### src/btbc_pkg.sv
// btbc_pkg: types and constants for the compound branch and cpu control executor.
// assumes one clock domain; the sequencer supplies pre-fetched operands.
package btbc_pkg;

   typedef enum logic [3:0] {
      OP_BIT_SET,
      OP_BIT_CLR,
      OP_TEST_CLR,
      OP_DEC_BR,
      OP_UNMASK,
      OP_MASK,
      OP_HALT,
      OP_STOP,
      OP_WORD_MOVE
   } btbc_op_e;

   typedef enum logic [2:0] {
      FM_SADDR,
      FM_SFR,
      FM_ACC,
      FM_PSW,
      FM_HL,
      FM_REG_B,
      FM_REG_C
   } btbc_form_e;

   typedef struct packed {
      btbc_op_e   op;
      btbc_form_e form;
      logic [2:0] bit_sel;
      logic [7:0] operand;
      logic [7:0] offset;
      logic [15:0] pc;
      logic       hs_ram;
      logic       rom_fetch;
      logic [1:0] rp_dst;
   } btbc_req_s;

   typedef struct packed {
      logic [15:0] next_pc;
      logic        taken;
      logic        wr_en;
      logic [7:0]  wr_data;
      btbc_form_e  wr_form;
      logic        flags_may_change;
      logic        illegal;
   } btbc_res_s;

   typedef logic [7:0] btbc_cyc_t;

   // register map, byte addresses
   localparam logic [7:0] ADDR_CTRL   = 8'h00;
   localparam logic [7:0] ADDR_STATUS = 8'h04;
   localparam logic [7:0] ADDR_CYCLES = 8'h08;

   // ctrl: cpu clock select, fcpu = ref_clk / 2^sel
   localparam int         CTRL_SEL_LSB  = 0;
   localparam logic [2:0] CTRL_SEL_RST  = 3'h0;
   localparam logic [2:0] CTRL_SEL_MAX  = 3'h4;

   // status bit positions
   localparam int STAT_IME     = 0;
   localparam int STAT_HALTED  = 1;
   localparam int STAT_STOPPED = 2;
   localparam int STAT_BUSY    = 3;
   localparam int STAT_ILLEGAL = 4;

   localparam logic       IME_RST = 1'b0;
   localparam logic [1:0] RP_AX   = 2'h0;

   // instruction lengths in bytes
   localparam logic [7:0] LEN_1 = 8'h01;
   localparam logic [7:0] LEN_2 = 8'h02;
   localparam logic [7:0] LEN_3 = 8'h03;
   localparam logic [7:0] LEN_4 = 8'h04;

   // cpu clock counts
   localparam btbc_cyc_t CYC_4  = 8'h04;
   localparam btbc_cyc_t CYC_6  = 8'h06;
   localparam btbc_cyc_t CYC_8  = 8'h08;
   localparam btbc_cyc_t CYC_9  = 8'h09;
   localparam btbc_cyc_t CYC_10 = 8'h0a;
   localparam btbc_cyc_t CYC_11 = 8'h0b;
   localparam btbc_cyc_t CYC_12 = 8'h0c;

   localparam int REF_CLK_PERIOD_NS = 10;

endpackage

### src/btbc_exec.sv
// btbc_exec: executes bit-test branches, decrement branches and cpu control ops.
// assumes the sequencer hands over one decoded op with its operand byte already read.
//
// Chosen here: strobed register access and the address map.
`timescale 1ns/1ps
`default_nettype none

// How it works
// - branch_if_bit_set jumps by the signed offset past the op when the bit is 1, sfr form 4 bytes, others 3.
// - branch_if_bit_clear jumps when the bit is 0, saddr sfr and psw forms 4 bytes, acc and hl forms 3.
// - test_clear_and_branch jumps and clears the bit when it is 1, and does nothing when it is 0.
// - test_clear_and_branch on the program_status_word may change zero, aux carry and carry_flag only.
// - decrement_branch_nonzero on B or C decrements then jumps if nonzero, 2 bytes and 6 clocks.
// - decrement_branch_nonzero on a short direct byte writes it back then jumps if nonzero, 3 bytes, 8 or 10 clocks.
// - unmask_interrupts_op sets the interrupt_master_flag, 2 bytes and 6 clocks.
// - mask_all_interrupts_op clears the interrupt_master_flag, 2 bytes and 6 clocks.
// - the short count applies for high-speed ram or no data access, the long count otherwise.
// - counts run in cpu clock periods picked by the processor_clock_select_register.
// - counts hold for internal rom fetch, other fetch sources add a wait.
// - word_move_op from AX accepts only BC, DE or HL as destination.
module btbc_exec
   import btbc_pkg::*;
#(
   parameter btbc_cyc_t EXT_FETCH_WAIT = 8'h00,
   parameter btbc_cyc_t CYC_WORD_MOVE  = 8'h04
) (
   input  wire logic        ref_clk,
   input  wire logic        rst,
   input  wire logic        ce,
   input  wire logic        req_valid,
   input  wire btbc_req_s   req,
   input  wire logic        standby_release,
   output logic             busy,
   output logic             done,
   output btbc_res_s        result,
   output logic             ime,
   output logic             halted,
   output logic             stopped,
   input  wire logic [7:0]  reg_addr,
   input  wire logic [31:0] reg_wdata,
   input  wire logic        reg_we,
   input  wire logic        reg_re,
   output logic [31:0]      reg_rdata
);

   typedef enum logic [1:0] {
      ST_IDLE,
      ST_EXEC,
      ST_HALT,
      ST_STOP
   } btbc_state_e;

   btbc_state_e state_r;
   logic [2:0]  clk_sel_r;
   logic [15:0] pre_r;
   logic [15:0] div_mask;
   logic        cpu_tick;
   btbc_cyc_t   cnt_r;
   btbc_cyc_t   last_cyc_r;
   btbc_res_s   pend_r;
   btbc_op_e    pend_op_r;
   logic        illegal_r;
   btbc_res_s   res_nxt;
   btbc_cyc_t   cyc_nxt;
   logic        finish;

   function automatic logic [7:0] op_len(input btbc_req_s r);
      logic [7:0] l;
      l = LEN_2;
      case (r.op)
         OP_BIT_SET: begin
            l = (r.form == FM_SFR) ? LEN_4 : LEN_3;
         end
         OP_BIT_CLR, OP_TEST_CLR: begin
            l = (r.form == FM_SADDR || r.form == FM_SFR || r.form == FM_PSW) ? LEN_4 : LEN_3;
         end
         OP_DEC_BR: begin
            l = (r.form == FM_SADDR) ? LEN_3 : LEN_2;
         end
         OP_WORD_MOVE: begin
            l = LEN_1;
         end
         default: begin
            l = LEN_2;
         end
      endcase
      return l;
   endfunction

   function automatic btbc_cyc_t pick(input logic hs, input btbc_cyc_t s, input btbc_cyc_t g);
      return hs ? s : g;
   endfunction

   function automatic btbc_cyc_t op_cycles(input btbc_req_s r);
      btbc_cyc_t c;
      c = CYC_6;
      case (r.op)
         OP_BIT_SET: begin
            case (r.form)
               FM_SADDR: c = pick(r.hs_ram, CYC_8, CYC_9);
               FM_SFR:   c = CYC_11;
               FM_PSW:   c = CYC_9;
               FM_HL:    c = pick(r.hs_ram, CYC_10, CYC_11);
               default:  c = CYC_8;
            endcase
         end
         OP_BIT_CLR: begin
            case (r.form)
               FM_SADDR, FM_HL: c = pick(r.hs_ram, CYC_10, CYC_11);
               FM_SFR, FM_PSW:  c = CYC_11;
               default:         c = CYC_8;
            endcase
         end
         OP_TEST_CLR: begin
            case (r.form)
               FM_SADDR, FM_HL: c = pick(r.hs_ram, CYC_10, CYC_12);
               FM_SFR, FM_PSW:  c = CYC_12;
               default:         c = CYC_8;
            endcase
         end
         OP_DEC_BR: begin
            c = (r.form == FM_SADDR) ? pick(r.hs_ram, CYC_8, CYC_10) : CYC_6;
         end
         OP_WORD_MOVE: begin
            c = CYC_WORD_MOVE;
         end
         default: begin
            c = CYC_6;
         end
      endcase
      if (!r.rom_fetch) begin
         c = c + EXT_FETCH_WAIT;
      end
      return c;
   endfunction

   function automatic btbc_res_s op_exec(input btbc_req_s r);
      btbc_res_s  o;
      logic       bitv;
      logic [7:0] dec;
      logic [15:0] disp;
      o = '0;
      bitv = r.operand[r.bit_sel];
      dec = r.operand - 8'h01;
      disp = {{8{r.offset[7]}}, r.offset};
      o.wr_form = r.form;
      case (r.op)
         OP_BIT_SET: begin
            o.taken = bitv;
         end
         OP_BIT_CLR: begin
            o.taken = !bitv;
         end
         OP_TEST_CLR: begin
            o.taken = bitv;
            o.wr_en = bitv;
            o.wr_data = r.operand & ~(8'h01 << r.bit_sel);
            o.flags_may_change = bitv && (r.form == FM_PSW);
         end
         OP_DEC_BR: begin
            o.wr_en = 1'b1;
            o.wr_data = dec;
            o.taken = (dec != 8'h00);
         end
         OP_WORD_MOVE: begin
            o.illegal = (r.rp_dst == RP_AX);
         end
         default: begin
            o.taken = 1'b0;
         end
      endcase
      o.next_pc = r.pc + {8'h00, op_len(r)} + (o.taken ? disp : 16'h0000);
      return o;
   endfunction

   assign res_nxt = op_exec(req);
   assign cyc_nxt = op_cycles(req);

   // cpu clock from the select register
   assign div_mask = (16'h0001 << clk_sel_r) - 16'h0001;
   // compare with >= so a smaller select never waits for the count to wrap
   assign cpu_tick = (pre_r >= div_mask);
   assign finish = (state_r == ST_EXEC) && cpu_tick && (cnt_r == 8'h01);

   always_ff @(posedge ref_clk) begin
      if (rst) begin
         pre_r <= 16'h0000;
      end else if (ce) begin
         pre_r <= cpu_tick ? 16'h0000 : pre_r + 16'h0001;
      end
   end

   // select saturates so a bad write cannot stall the core
   always_ff @(posedge ref_clk) begin
      if (rst) begin
         clk_sel_r <= CTRL_SEL_RST;
      end else if (ce && reg_we && reg_addr == ADDR_CTRL) begin
         if (reg_wdata[CTRL_SEL_LSB +: 3] > CTRL_SEL_MAX) begin
            clk_sel_r <= CTRL_SEL_MAX;
         end else begin
            clk_sel_r <= reg_wdata[CTRL_SEL_LSB +: 3];
         end
      end
   end

   always_ff @(posedge ref_clk) begin
      if (rst) begin
         state_r    <= ST_IDLE;
         cnt_r      <= 8'h00;
         pend_r     <= '0;
         pend_op_r  <= OP_BIT_SET;
         busy       <= 1'b0;
         last_cyc_r <= 8'h00;
      end else if (ce) begin
         case (state_r)
            ST_IDLE: begin
               if (req_valid) begin
                  state_r    <= ST_EXEC;
                  cnt_r      <= cyc_nxt;
                  pend_r     <= res_nxt;
                  pend_op_r  <= req.op;
                  busy       <= 1'b1;
                  last_cyc_r <= cyc_nxt;
               end
            end
            ST_EXEC: begin
               if (cpu_tick) begin
                  cnt_r <= cnt_r - 8'h01;
               end
               if (finish) begin
                  if (pend_op_r == OP_HALT) begin
                     state_r <= ST_HALT;
                  end else if (pend_op_r == OP_STOP) begin
                     state_r <= ST_STOP;
                  end else begin
                     state_r <= ST_IDLE;
                     busy    <= 1'b0;
                  end
               end
            end
            ST_HALT, ST_STOP: begin
               if (standby_release) begin
                  state_r <= ST_IDLE;
                  busy    <= 1'b0;
               end
            end
            default: begin
               state_r <= ST_IDLE;
               busy    <= 1'b0;
            end
         endcase
      end
   end

   always_ff @(posedge ref_clk) begin
      if (rst) begin
         halted  <= 1'b0;
         stopped <= 1'b0;
      end else if (ce) begin
         // entry wins over release, matching the state machine
         if (finish) begin
            halted  <= (pend_op_r == OP_HALT);
            stopped <= (pend_op_r == OP_STOP);
         end else if (standby_release) begin
            halted  <= 1'b0;
            stopped <= 1'b0;
         end
      end
   end

   always_ff @(posedge ref_clk) begin
      if (rst) begin
         done      <= 1'b0;
         result    <= '0;
         illegal_r <= 1'b0;
      end else if (ce) begin
         done <= finish;
         if (finish) begin
            result    <= pend_r;
            illegal_r <= pend_r.illegal;
         end
      end
   end

   // flag changes land with the done pulse, not before
   always_ff @(posedge ref_clk) begin
      if (rst) begin
         ime <= IME_RST;
      end else if (ce && finish) begin
         if (pend_op_r == OP_UNMASK) begin
            ime <= 1'b1;
         end else if (pend_op_r == OP_MASK) begin
            ime <= 1'b0;
         end
      end
   end

   always_ff @(posedge ref_clk) begin
      if (rst) begin
         reg_rdata <= 32'h0000_0000;
      end else if (ce) begin
         reg_rdata <= 32'h0000_0000;
         if (reg_re) begin
            case (reg_addr)
               ADDR_CTRL: begin
                  reg_rdata[CTRL_SEL_LSB +: 3] <= clk_sel_r;
               end
               ADDR_STATUS: begin
                  reg_rdata[STAT_IME]     <= ime;
                  reg_rdata[STAT_HALTED]  <= halted;
                  reg_rdata[STAT_STOPPED] <= stopped;
                  reg_rdata[STAT_BUSY]    <= busy;
                  reg_rdata[STAT_ILLEGAL] <= illegal_r;
               end
               ADDR_CYCLES: begin
                  reg_rdata[7:0] <= last_cyc_r;
               end
               default: begin
                  reg_rdata <= 32'h0000_0000;
               end
            endcase
         end
      end
   end

endmodule

`default_nettype wire

### config.mk
export PLATFORM = sky130hd
export DESIGN_NAME = btbc_exec
export DESIGN_NICKNAME = d
export VERILOG_FILES = /design/src/btbc_pkg.sv /design/src/btbc_exec.sv
export SDC_FILE = /design/constraint.sdc
export NUM_CORES = 1
export LEC_CHECK = 0
export ABC_AREA = 1
export BUFFER_PORTS_ARGS = -buffer_cell sky130_fd_sc_hd__buf_4
export CORE_ASPECT_RATIO = 1.1
export CORE_MARGIN = 1.5
export CORE_UTILIZATION = 49
export CTS_CLUSTER_DIAMETER = 200
export CTS_CLUSTER_SIZE = 16
export DETAILED_ROUTE_END_ITERATION = 8
export PLACE_DENSITY_LB_ADDON = 0.08
export SLEW_MARGIN = 5
export SYNTH_ARGS = -nofsm -noshare
export SYNTH_HDL_FRONTEND = slang
export SYNTH_SLANG_ARGS = --single-unit
### constraint.sdc
create_clock -name ref_clk -period 3.6 [get_ports ref_clk]
set_clock_uncertainty 0.05 [all_clocks]
set_input_delay 0.54 -clock ref_clk [delete_from_list [all_inputs] [get_ports ref_clk]]
set_output_delay 0.54 -clock ref_clk [all_outputs]
set_load 0.005 [all_outputs]
==> impl_metrics.toml, run 1 <==
[placed_design]
gp_congestion = 0.884
io_buffers = 103
dp.cells = 1249
hpwl_um = 12500

[die]
fp.dieArea_mm2 = 0.0140
die_w_um = 113
start_util = 0.499
die_h_um = 124
row_count = 44
num_io_pins = 161
core-area_mm2 = 0.0131

[finish]
area_delta_synth_final_pct = 25.0
instances_no_fill = 1266
diodes = 0
nets = 1240
layout-drive-gt1-share = 0.206

[synthesis]
synth_edf_count = 0
yosys_warnings = 0
synth_area_mm2 = 0.00653
synth-seq-cells = 109
syn-mean-instance-area_um2 = 6.94
synthesis.instances = 942
async_flop_share = 0
ys_types = 46
synthFlopType = "dfxtp_1"
seq_area_frac_synth = 0.334

[drt]
num_vias = 6401
wl_met1_um = 7760
wl_per_cell_um = 13.3
drt-total-wl_um = 16900
drc = 0
top_layer_used = "met4"
ant_nets = 0
met3_length_um = 699
via_per_inst = 5.06
drt_iter0_drc = 257
dr_wl_met2_um = 8200
first_pass_iters = 4

[hold_path]
min_from = "reg_wdata[1]"
hold_class = "in2reg"
whs_endpoint = "clk_sel_r[1]"
min_path_cells = 3

[clock_network]
cts.sinks = 109
clockBufferDepth = 2
cts_max_level = 3
clkTransAtPathRegs_ns = 0.07
cts_root_buffer = "clkbuf_16"
clk_latency_ns = 0.35
cts-buffers-inserted = 9
ctsHoldBuffers = 0
cts_tree = "built"

[outcome]
outcome = "finished clean"

[timing]
fin_setup_tns_ns = 0
final-setup-viol-count = 0
drv_slew = 0
rsz0062_at_grt = "yes"
max_slew_margin = 0.530
fin_crit_ns = 3.35
tightest_slew_ns = 0.704
hold_viol = 0
fin_crit_sh = 0.930
clock.fmax_mhz = 299

[power]
p_leak_nw = 3.98
irDropWorstVdd_v = 0.000209
power_density_mw_per_mm2 = 364

[worst_setup_path]
cp.required_ns = 3.80
r2r-start = "clk_sel_r[2]"
rr_endpoint = "result[4]"
cp-end-kind = "flop"
path_max_fanout = 5
cp-start-kind = "input port"
worstSetupPathType = "in2reg"
r2r_slack_ns = 0.49
cp.arrival_ns = 3.55
reg2reg_depth = 16

[global_route]
grt_first_pass_wirelength_um = 27400
grt_antenna_before_repair = 0
grt_max_degree = 33
grt_usage = 0.243
grt_pass1_vias = 5982
overflow = 0

[run]
maxCapViolCount = 0
[worst max-delay path by stage]
stage | from | to | slack, ns | cells after the start
floorplan | req[28] | pend_r[26] | 0.03 | 20
global placement | req[29] | pend_r[25] | -0.22 | 24
detailed placement | req[29] | pend_r[29] | -0.29 | 23
CTS | req[28] | pend_r[25] | 0.08 | 24
global route | req[29] | pend_r[25] | -0.03 | 24
finish | req[28] | pend_r[26] | 0.25 | 23
[cell usage in the layout, fill, tap and decap left out, drive strengths merged, types with 6 or more instances in the layout]
cell	instances
buf	174
xor2	14
o311ai	6
inv	107
nand4	7
a31oi	8
dfxtp	109
nor3	46
conb	27
ha	43
nand3	46
clkbuf	10
nand2	208
nor2	124
o21ai	81
a21oi	47
[final cells by class]
cell class	count	area (um2)
fillers	1265	4930
multi-input cells	700	3770
flip-flops and latches	109	2180
repair buffers	174	1310
inverters	106	403
clock buffers	10	239
well taps	161	201
clock inverters	6	70.1
[power breakdown]
group	internal [mW]	total [mW]	switching, mW
sequential	1.28	1.32	0.0459
clock	0.562	1.02	0.462
combinational	0.271	0.626	0.355
total	2.11	2.97	0.863
[state kept, by name, summed over array words and instances (netlist names)]
register,count
ime,1
done,1
last_cyc_r,4
halted,1
pend_r,31
clk_sel_r,3
stopped,1
reg_rdata,5
pend_op_r,4
state_r,2
cnt_r,8
pre_r,16
busy,1
result,30
illegal_r,1
[per-layer routing]
layer  vias to the layer above  track usage
met1                      2902        0.301
li1                       3357            -
met5                         -            0
met4                         0       0.0742
met2                       128        0.440
met3                        14       0.0350
[cell usage after synthesis (all sizes together), types with 2 or more instances]
cell type,count,area [um2]
nand2,208,798
nor2,124,507
dfxtp,109,2180
inv,106,400
o21ai,81,405
a21oi,47,235
nand3,46,235
nor3,46,241
ha,43,538
buf,40,282
xor2,14,123
clkbuf,13,50.0
a31oi,8,50.1
nand4,7,43.8
o311ai,6,52.6
nor4,5,43.8
o22ai,5,31.3
xnor2,5,43.8
fa,4,80.1
nor3b,4,30.0
a211oi,3,22.5
a21boi,3,22.5
a22o,3,26.3
o221ai,3,26.3
a21o,2,15.0
or2,2,12.5
[kinds of logic (layout without fill, tap and decap cells)]
logic type / Yosys count / after routing / synth area share
buffers and inverters: 159 / 296 / 0.112
adders and majority gates: 47 / 47 / 0.0946
AOI/OAI and AO/OA: 165 / 165 / 0.141
other: 1 / 27 / 0.000574
and+or+nand+nor: 442 / 442 / 0.293
xor gates and xnor gates: 19 / 19 / 0.0255
DFF: 109 / 109 / 0.334
[per-stage QoR]
step	utilization	cell area, um2	hold WS, ns	power (mW)	setup WS (ns)
floorplan	-	6630	0.378	1.73	0.0284
global placement	0.595	7800	0.391	1.96	-0.216
detailed placement	0.595	7800	0.394	1.96	-0.288
CTS	0.619	8110	0.386	2.98	0.0836
global route	0.623	8170	0.407	3.13	-0.0265
finish	0.623	8170	0.390	2.97	0.253
[critical path, stage by stage]
cell and delay (ns):
buf_4 0.12, nor2_1 0.12, nand2_2 0.09, inv_1 0.08, nand3_1 0.06, nand2_1 0.10
inv_1 0.05, nand3_1 0.09, nand2_1 0.06, nand2_2 0.09, nand2_1 0.07, fa_1 0.47
inv_1 0.05, ha_1 0.22, fa_1 0.40, nand3_1 0.10, nand2_2 0.09, a21boi_2 0.16
o21ai_1 0.11, a21oi_1 0.20, xnor2_1 0.09, o21ai_0 0.14, inv_1 0.05
[what timing repair did]
| item | in CTS | in global routing |
|---|---|---|
| buffers inserted | 0 | 1 |
| resized for setup | 0 | 20 |
| endpoints found under the setup margin | 0 | 7 |
No activity file was read; power rests on OpenSTA's default activity.
==> run 2, diff against run 1 <==
BUFFER_PORTS_ARGS = -buffer_cell sky130_fd_sc_hd__buf_2   (was -buffer_cell sky130_fd_sc_hd__buf_4)
==> run 2 against run 1 <==
Clock power about the same. Fmax down 1.7%. Critical path type unchanged. Sequential power about the same.
==> impl_metrics.toml, run 2 (synthesized netlist as in run 1, its figures left out) <==
[worst_setup_path]
cp-start-kind = "input port"
cp_common_cell = "nor2_1"
cp-end-kind = "flop"
worstSetupPathType = "in2reg"
slowest_stage = "fa_1"
cp.required_ns = 3.82
path_max_fanout = 4
cp.arrival_ns = 3.62
critPathMaxStageDelay_ns = 0.52
worstPathCellList = "buf_2, inv_1, ha_4, xnor2_2, nand3_1, nor2_1, nand3_1, nand2_1, nand2_2, inv_2, nor2_1, fa_1, ha_1, nand3_1, nand3_2, a21boi_2, o21ai_0, inv_1, nor2_1, nor2_1, xor2_1, nand2_1, nand2_1, inv_1"

[timing]
drv_slew = 0
fin_crit_ns = 3.40
hold_ws_ns = 0.373
fin_setup_tns_ns = 0
clock.fmax_mhz = 294
final-setup-viol-count = 0
hold_viol = 0
fin_crit_sh = 0.946
tightest_slew_ns = 0.714
max_slew_margin = 0.524
setup_slack_ns = 0.196

[clock_network]
cts_max_level = 3
clockBufferDepth = 2
cts_tree = "built"
cts_root_buffer = "clkbuf_16"
clkTransAtPathRegs_ns = 0.08
cts.sinks = 109
cts-buffers-inserted = 9
clk_latency_ns = 0.36

[drt]
wl_per_cell_um = 13.3
drt_iter0_drc = 263
num_vias = 6379
via_per_inst = 5.02
drc = 0
first_pass_iters = 5
ant_nets = 0
drt-total-wl_um = 16900

[finish]
diodes = 0
top_register = "pend_r"
largest_register_ffs = 31
area_delta_synth_final_pct = 22.1
final_cell_mix = "202 x nand2_1, 118 x nor2_1, 109 x dfxtp_1, 103 x buf_2, 94 x inv_1"
final_util = 0.609
top_regs = "pend_r x31, result x30, pre_r x16"
final_common_cell = "nand2_1"
instances_no_fill = 1270
nets = 1244
layout-drive-gt1-share = 0.214

[global_route]
grt_first_pass_wirelength_um = 27400
overflow = 0
grt_max_degree = 33
grt_usage = 0.245
grt_antenna_before_repair = 1
grt_pass1_vias = 5829

[placed_design]
hpwl_um = 12600
dp.cells = 1253
io_buffers = 103
gp_congestion = 0.891
place_ws_ns = -0.297

[die]
start_util = 0.499
die_h_um = 124
die_w_um = 113
fp.dieArea_mm2 = 0.0140
core-area_mm2 = 0.0131
row_count = 44
num_io_pins = 161

[power]
clockPowerShare = 0.348
p_sw_mw = 0.891
p_sw_frac = 0.300
irDropWorstVdd_v = 0.000208
combPwrFrac = 0.206
p_int_mw = 2.08
power_density_mw_per_mm2 = 373
p_leak_nw = 3.96
power_frac_seq = 0.446

[run]
maxCapViolCount = 0

[hold_path]
hold_class = "in2reg"

[outcome]
outcome = "finished clean"
[run 2: worst paths after layout]
kind / from / end / slack (ns) / cells past startpoint
setup / recovery: req[28] / pend_r[25] / 0.20 / 24
hold / removal: reg_wdata[0] / clk_sel_r[0] / 0.37 / 3
setup reg to reg: clk_sel_r[2] / result[15] / 0.48 / 18
hold reg to reg: pend_r[30] / pend_r[30] / 0.41 / 2
[run 2: layer usage]
layer  routed length, um  GRT usage  vias to the layer above  share of wire
met3                 684     0.0423                       17          0.040
met1                7920      0.311                     2865           0.47
met2                8070      0.429                      138           0.48
met5                   0          0                        -              0
li1                    -          -                     3359              -
met4                 223     0.0719                        0          0.013
[run 2: critical path: cells and delay by family]
kind	cells	cell delay [ns]
xor gates and xnor gates	2	0.43
AOI/OAI and AO/OA	2	0.27
adders and majority gates	3	1.01
buffers and inverters	5	0.36
and+or+nand+nor	12	1.00
[run 2: layout make-up]
class                      count  area [um2]
clock inverter                 7        80.1
timing repair buffer         178        1080
sequential                   109        2180
multi-input combinational    700        3810
inverter                     106         400
fill                        1315        5120
tap                          161         201
clock buffer                   9         225
[run 2: power groups by stage]
stage | clock (mW) | combinational, mW | sequential (mW)
finish | 1.04 | 0.612 | 1.32
global route | 1.11 | 0.692 | 1.33
CTS | 1.05 | 0.594 | 1.32
detailed placement | 0 | 0.588 | 1.35
global placement | 0 | 0.586 | 1.35
floorplan | 0 | 0.395 | 1.34
[run 2: what timing repair did]
item | in CTS | in global routing
hold buffers | 0 | 0
buffers inserted | 0 | 1
setup endpoints to repair | 0 | 8
resized for setup | 0 | 24
[run 2: through the flow]
| step | cell area (um2) | total power, mW |
|---|---|---|
| floorplan | 6630 | 1.73 |
| global placement | 7570 | 1.94 |
| detailed placement | 7570 | 1.94 |
| CTS | 7880 | 2.97 |
| global route | 7980 | 3.14 |
| finish | 7980 | 2.97 |
==> run 3, diff against run 2 <==
CELL_PAD_IN_SITES_DETAIL_PLACEMENT = 1   (was default)
CELL_PAD_IN_SITES_GLOBAL_PLACEMENT = 1   (was default)
CORE_UTILIZATION = 34   (was 49)
==> run 3 against run 2 <==
Sequential power hardly changed. Sequential share of layout area is 0.53 points lower. Non-clock buffer count is 3 higher. Clock power is 4% higher. Hold slack worse by 0.0021 ns. Total power is 2.1% higher. Fmax is 0.61% higher. Worst setup slack better by 0.021 ns. Cell count is 7.0% higher. Largest cell class unchanged. Largest power group unchanged.
==> impl_metrics.toml, run 3 (synthesized netlist as in run 1, its figures left out) <==
[timing]
final-setup-viol-count = 0
clock.fmax_mhz = 296
max_slew_margin = 0.514
fin_crit_ns = 3.38
tightest_slew_ns = 0.729
fin_crit_sh = 0.940
fin_setup_tns_ns = 0
hold_viol = 0
drv_slew = 0

[worst_setup_path]
cp.arrival_ns = 3.60
cp-start-kind = "input port"
path_max_fanout = 5
cp-end-kind = "flop"
cp.required_ns = 3.82
worstSetupPathType = "in2reg"

[finish]
diodes = 0
top_regs = "pend_r x31, result x30, pre_r x16"
area_delta_synth_final_pct = 24.5
top_register = "pend_r"
nets = 1247
final_common_cell = "nand2_1"
layout-drive-gt1-share = 0.220
final_cell_area_mm2 = 0.00814
final_cell_mix = "198 x nand2_1, 115 x nor2_1, 109 x dfxtp_1, 103 x buf_2, 95 x inv_1"
final_util = 0.429
largest_register_ffs = 31

[drt]
drt_iter0_drc = 169
ant_nets = 0
via_per_inst = 4.78
first_pass_iters = 4
drt-total-wl_um = 19900
drc = 0
num_vias = 6493
wl_per_cell_um = 14.6

[hold_path]
hold_class = "in2reg"

[die]
num_io_pins = 161
die_w_um = 135
die_h_um = 148
row_count = 53
fp.dieArea_mm2 = 0.0201
core-area_mm2 = 0.0190
start_util = 0.345

[clock_network]
clockBufferDepth = 2
cts_max_level = 3
cts_root_buffer = "clkbuf_16"
cts_tree = "built"
clkTransAtPathRegs_ns = 0.08
cts-buffers-inserted = 9
cts.sinks = 109
clk_latency_ns = 0.36

[placed_design]
io_buffers = 103
hpwl_um = 15400
placed_area_mm2 = 0.00769
gp_congestion = 0.825

[global_route]
grt_first_pass_wirelength_um = 32700
overflow = 0
grt_max_degree = 57
grt_pass1_vias = 6612
grt_usage = 0.206
grt_antenna_before_repair = 1

[power]
irDropWorstVdd_v = 0.000233
p_leak_nw = 4.00
power_density_mw_per_mm2 = 373

[run]
maxCapViolCount = 0

[outcome]
outcome = "finished clean"
## run 3: cell types whose count changed in the layout (fill, tap and decap cells not counted), moves of 3 or more
cell | previous run | this run
nand2_1 | 202 | 198
nor2_2 | 1 | 5
inv_8 | 0 | 3
nand2_2 | 5 | 8
nor2_1 | 118 | 115
## run 3: area by class of cell
type                    instances  area [um2]
multi-input cells             700        3810
repair buffers                181        1110
fillers                      2494       10800
clock buffers                   9         225
inverters                     106         400
well taps                     247         309
clock inverters                 7        90.1
flip-flops and latches        109        2180
## run 3: what timing repair did
action / CTS / global route
buffers inserted: 0 / 3
hold buffers: 0 / 0
setup endpoints to repair: 2 / 10
pin swaps: 0 / 10
resized for setup: 2 / 28
## run 3: path summary, 6_finish.rpt
check / from / to / slack [ns] / cells past startpoint
worst min-delay path: reg_wdata[0] / clk_sel_r[0] / 0.37 / 3
worst min register to register: pend_r[30] / pend_r[30] / 0.41 / 2
worst max-delay path: req[28] / pend_r[25] / 0.22 / 24
worst max register to register: clk_sel_r[2] / result[23] / 0.50 / 16
## run 3: layer usage
metal,global-route usage,routed length (um)
met1,0.258,9270
met4,0.0532,250
met3,0.0303,510
met5,0,7
met2,0.367,9830
## run 3: critical path: stages
cell      delay, ns
buf_2          0.13
inv_2          0.06
ha_4           0.18
xnor2_4        0.15
nand3_1        0.09
nor2_1         0.12
nand3_1        0.11
nand2_2        0.09
nand2_4        0.09
inv_1          0.10
nor2_2         0.05
fa_1           0.60
ha_1           0.25
nand3_1        0.07
nand3_1        0.11
a21boi_2       0.16
o21ai_0        0.11
inv_1          0.09
nor2_1         0.04
nor2_1         0.12
xor2_1         0.16
nand2_1        0.07
nand2_1        0.06
inv_1          0.03
## run 3: stage by stage
stage | setup WS [ns] | total power [mW] | hold WS (ns) | cells
2_1_floorplan | 0.0284 | 1.73 | 0.378 | 968
3_3_place_gp | -0.335 | 1.95 | 0.398 | 1340
3_5_place_dp | -0.439 | 1.96 | 0.400 | 1340
4_1_cts | 0.000526 | 3.06 | 0.358 | 1356
5_1_grt | -0.0127 | 3.21 | 0.368 | 1359
6_report | 0.217 | 3.03 | 0.370 | 1359
## run 3: where the power goes
part / internal [mW] / switching, mW
combinational: 0.253 / 0.373
sequential: 1.28 / 0.0472
clock: 0.562 / 0.521
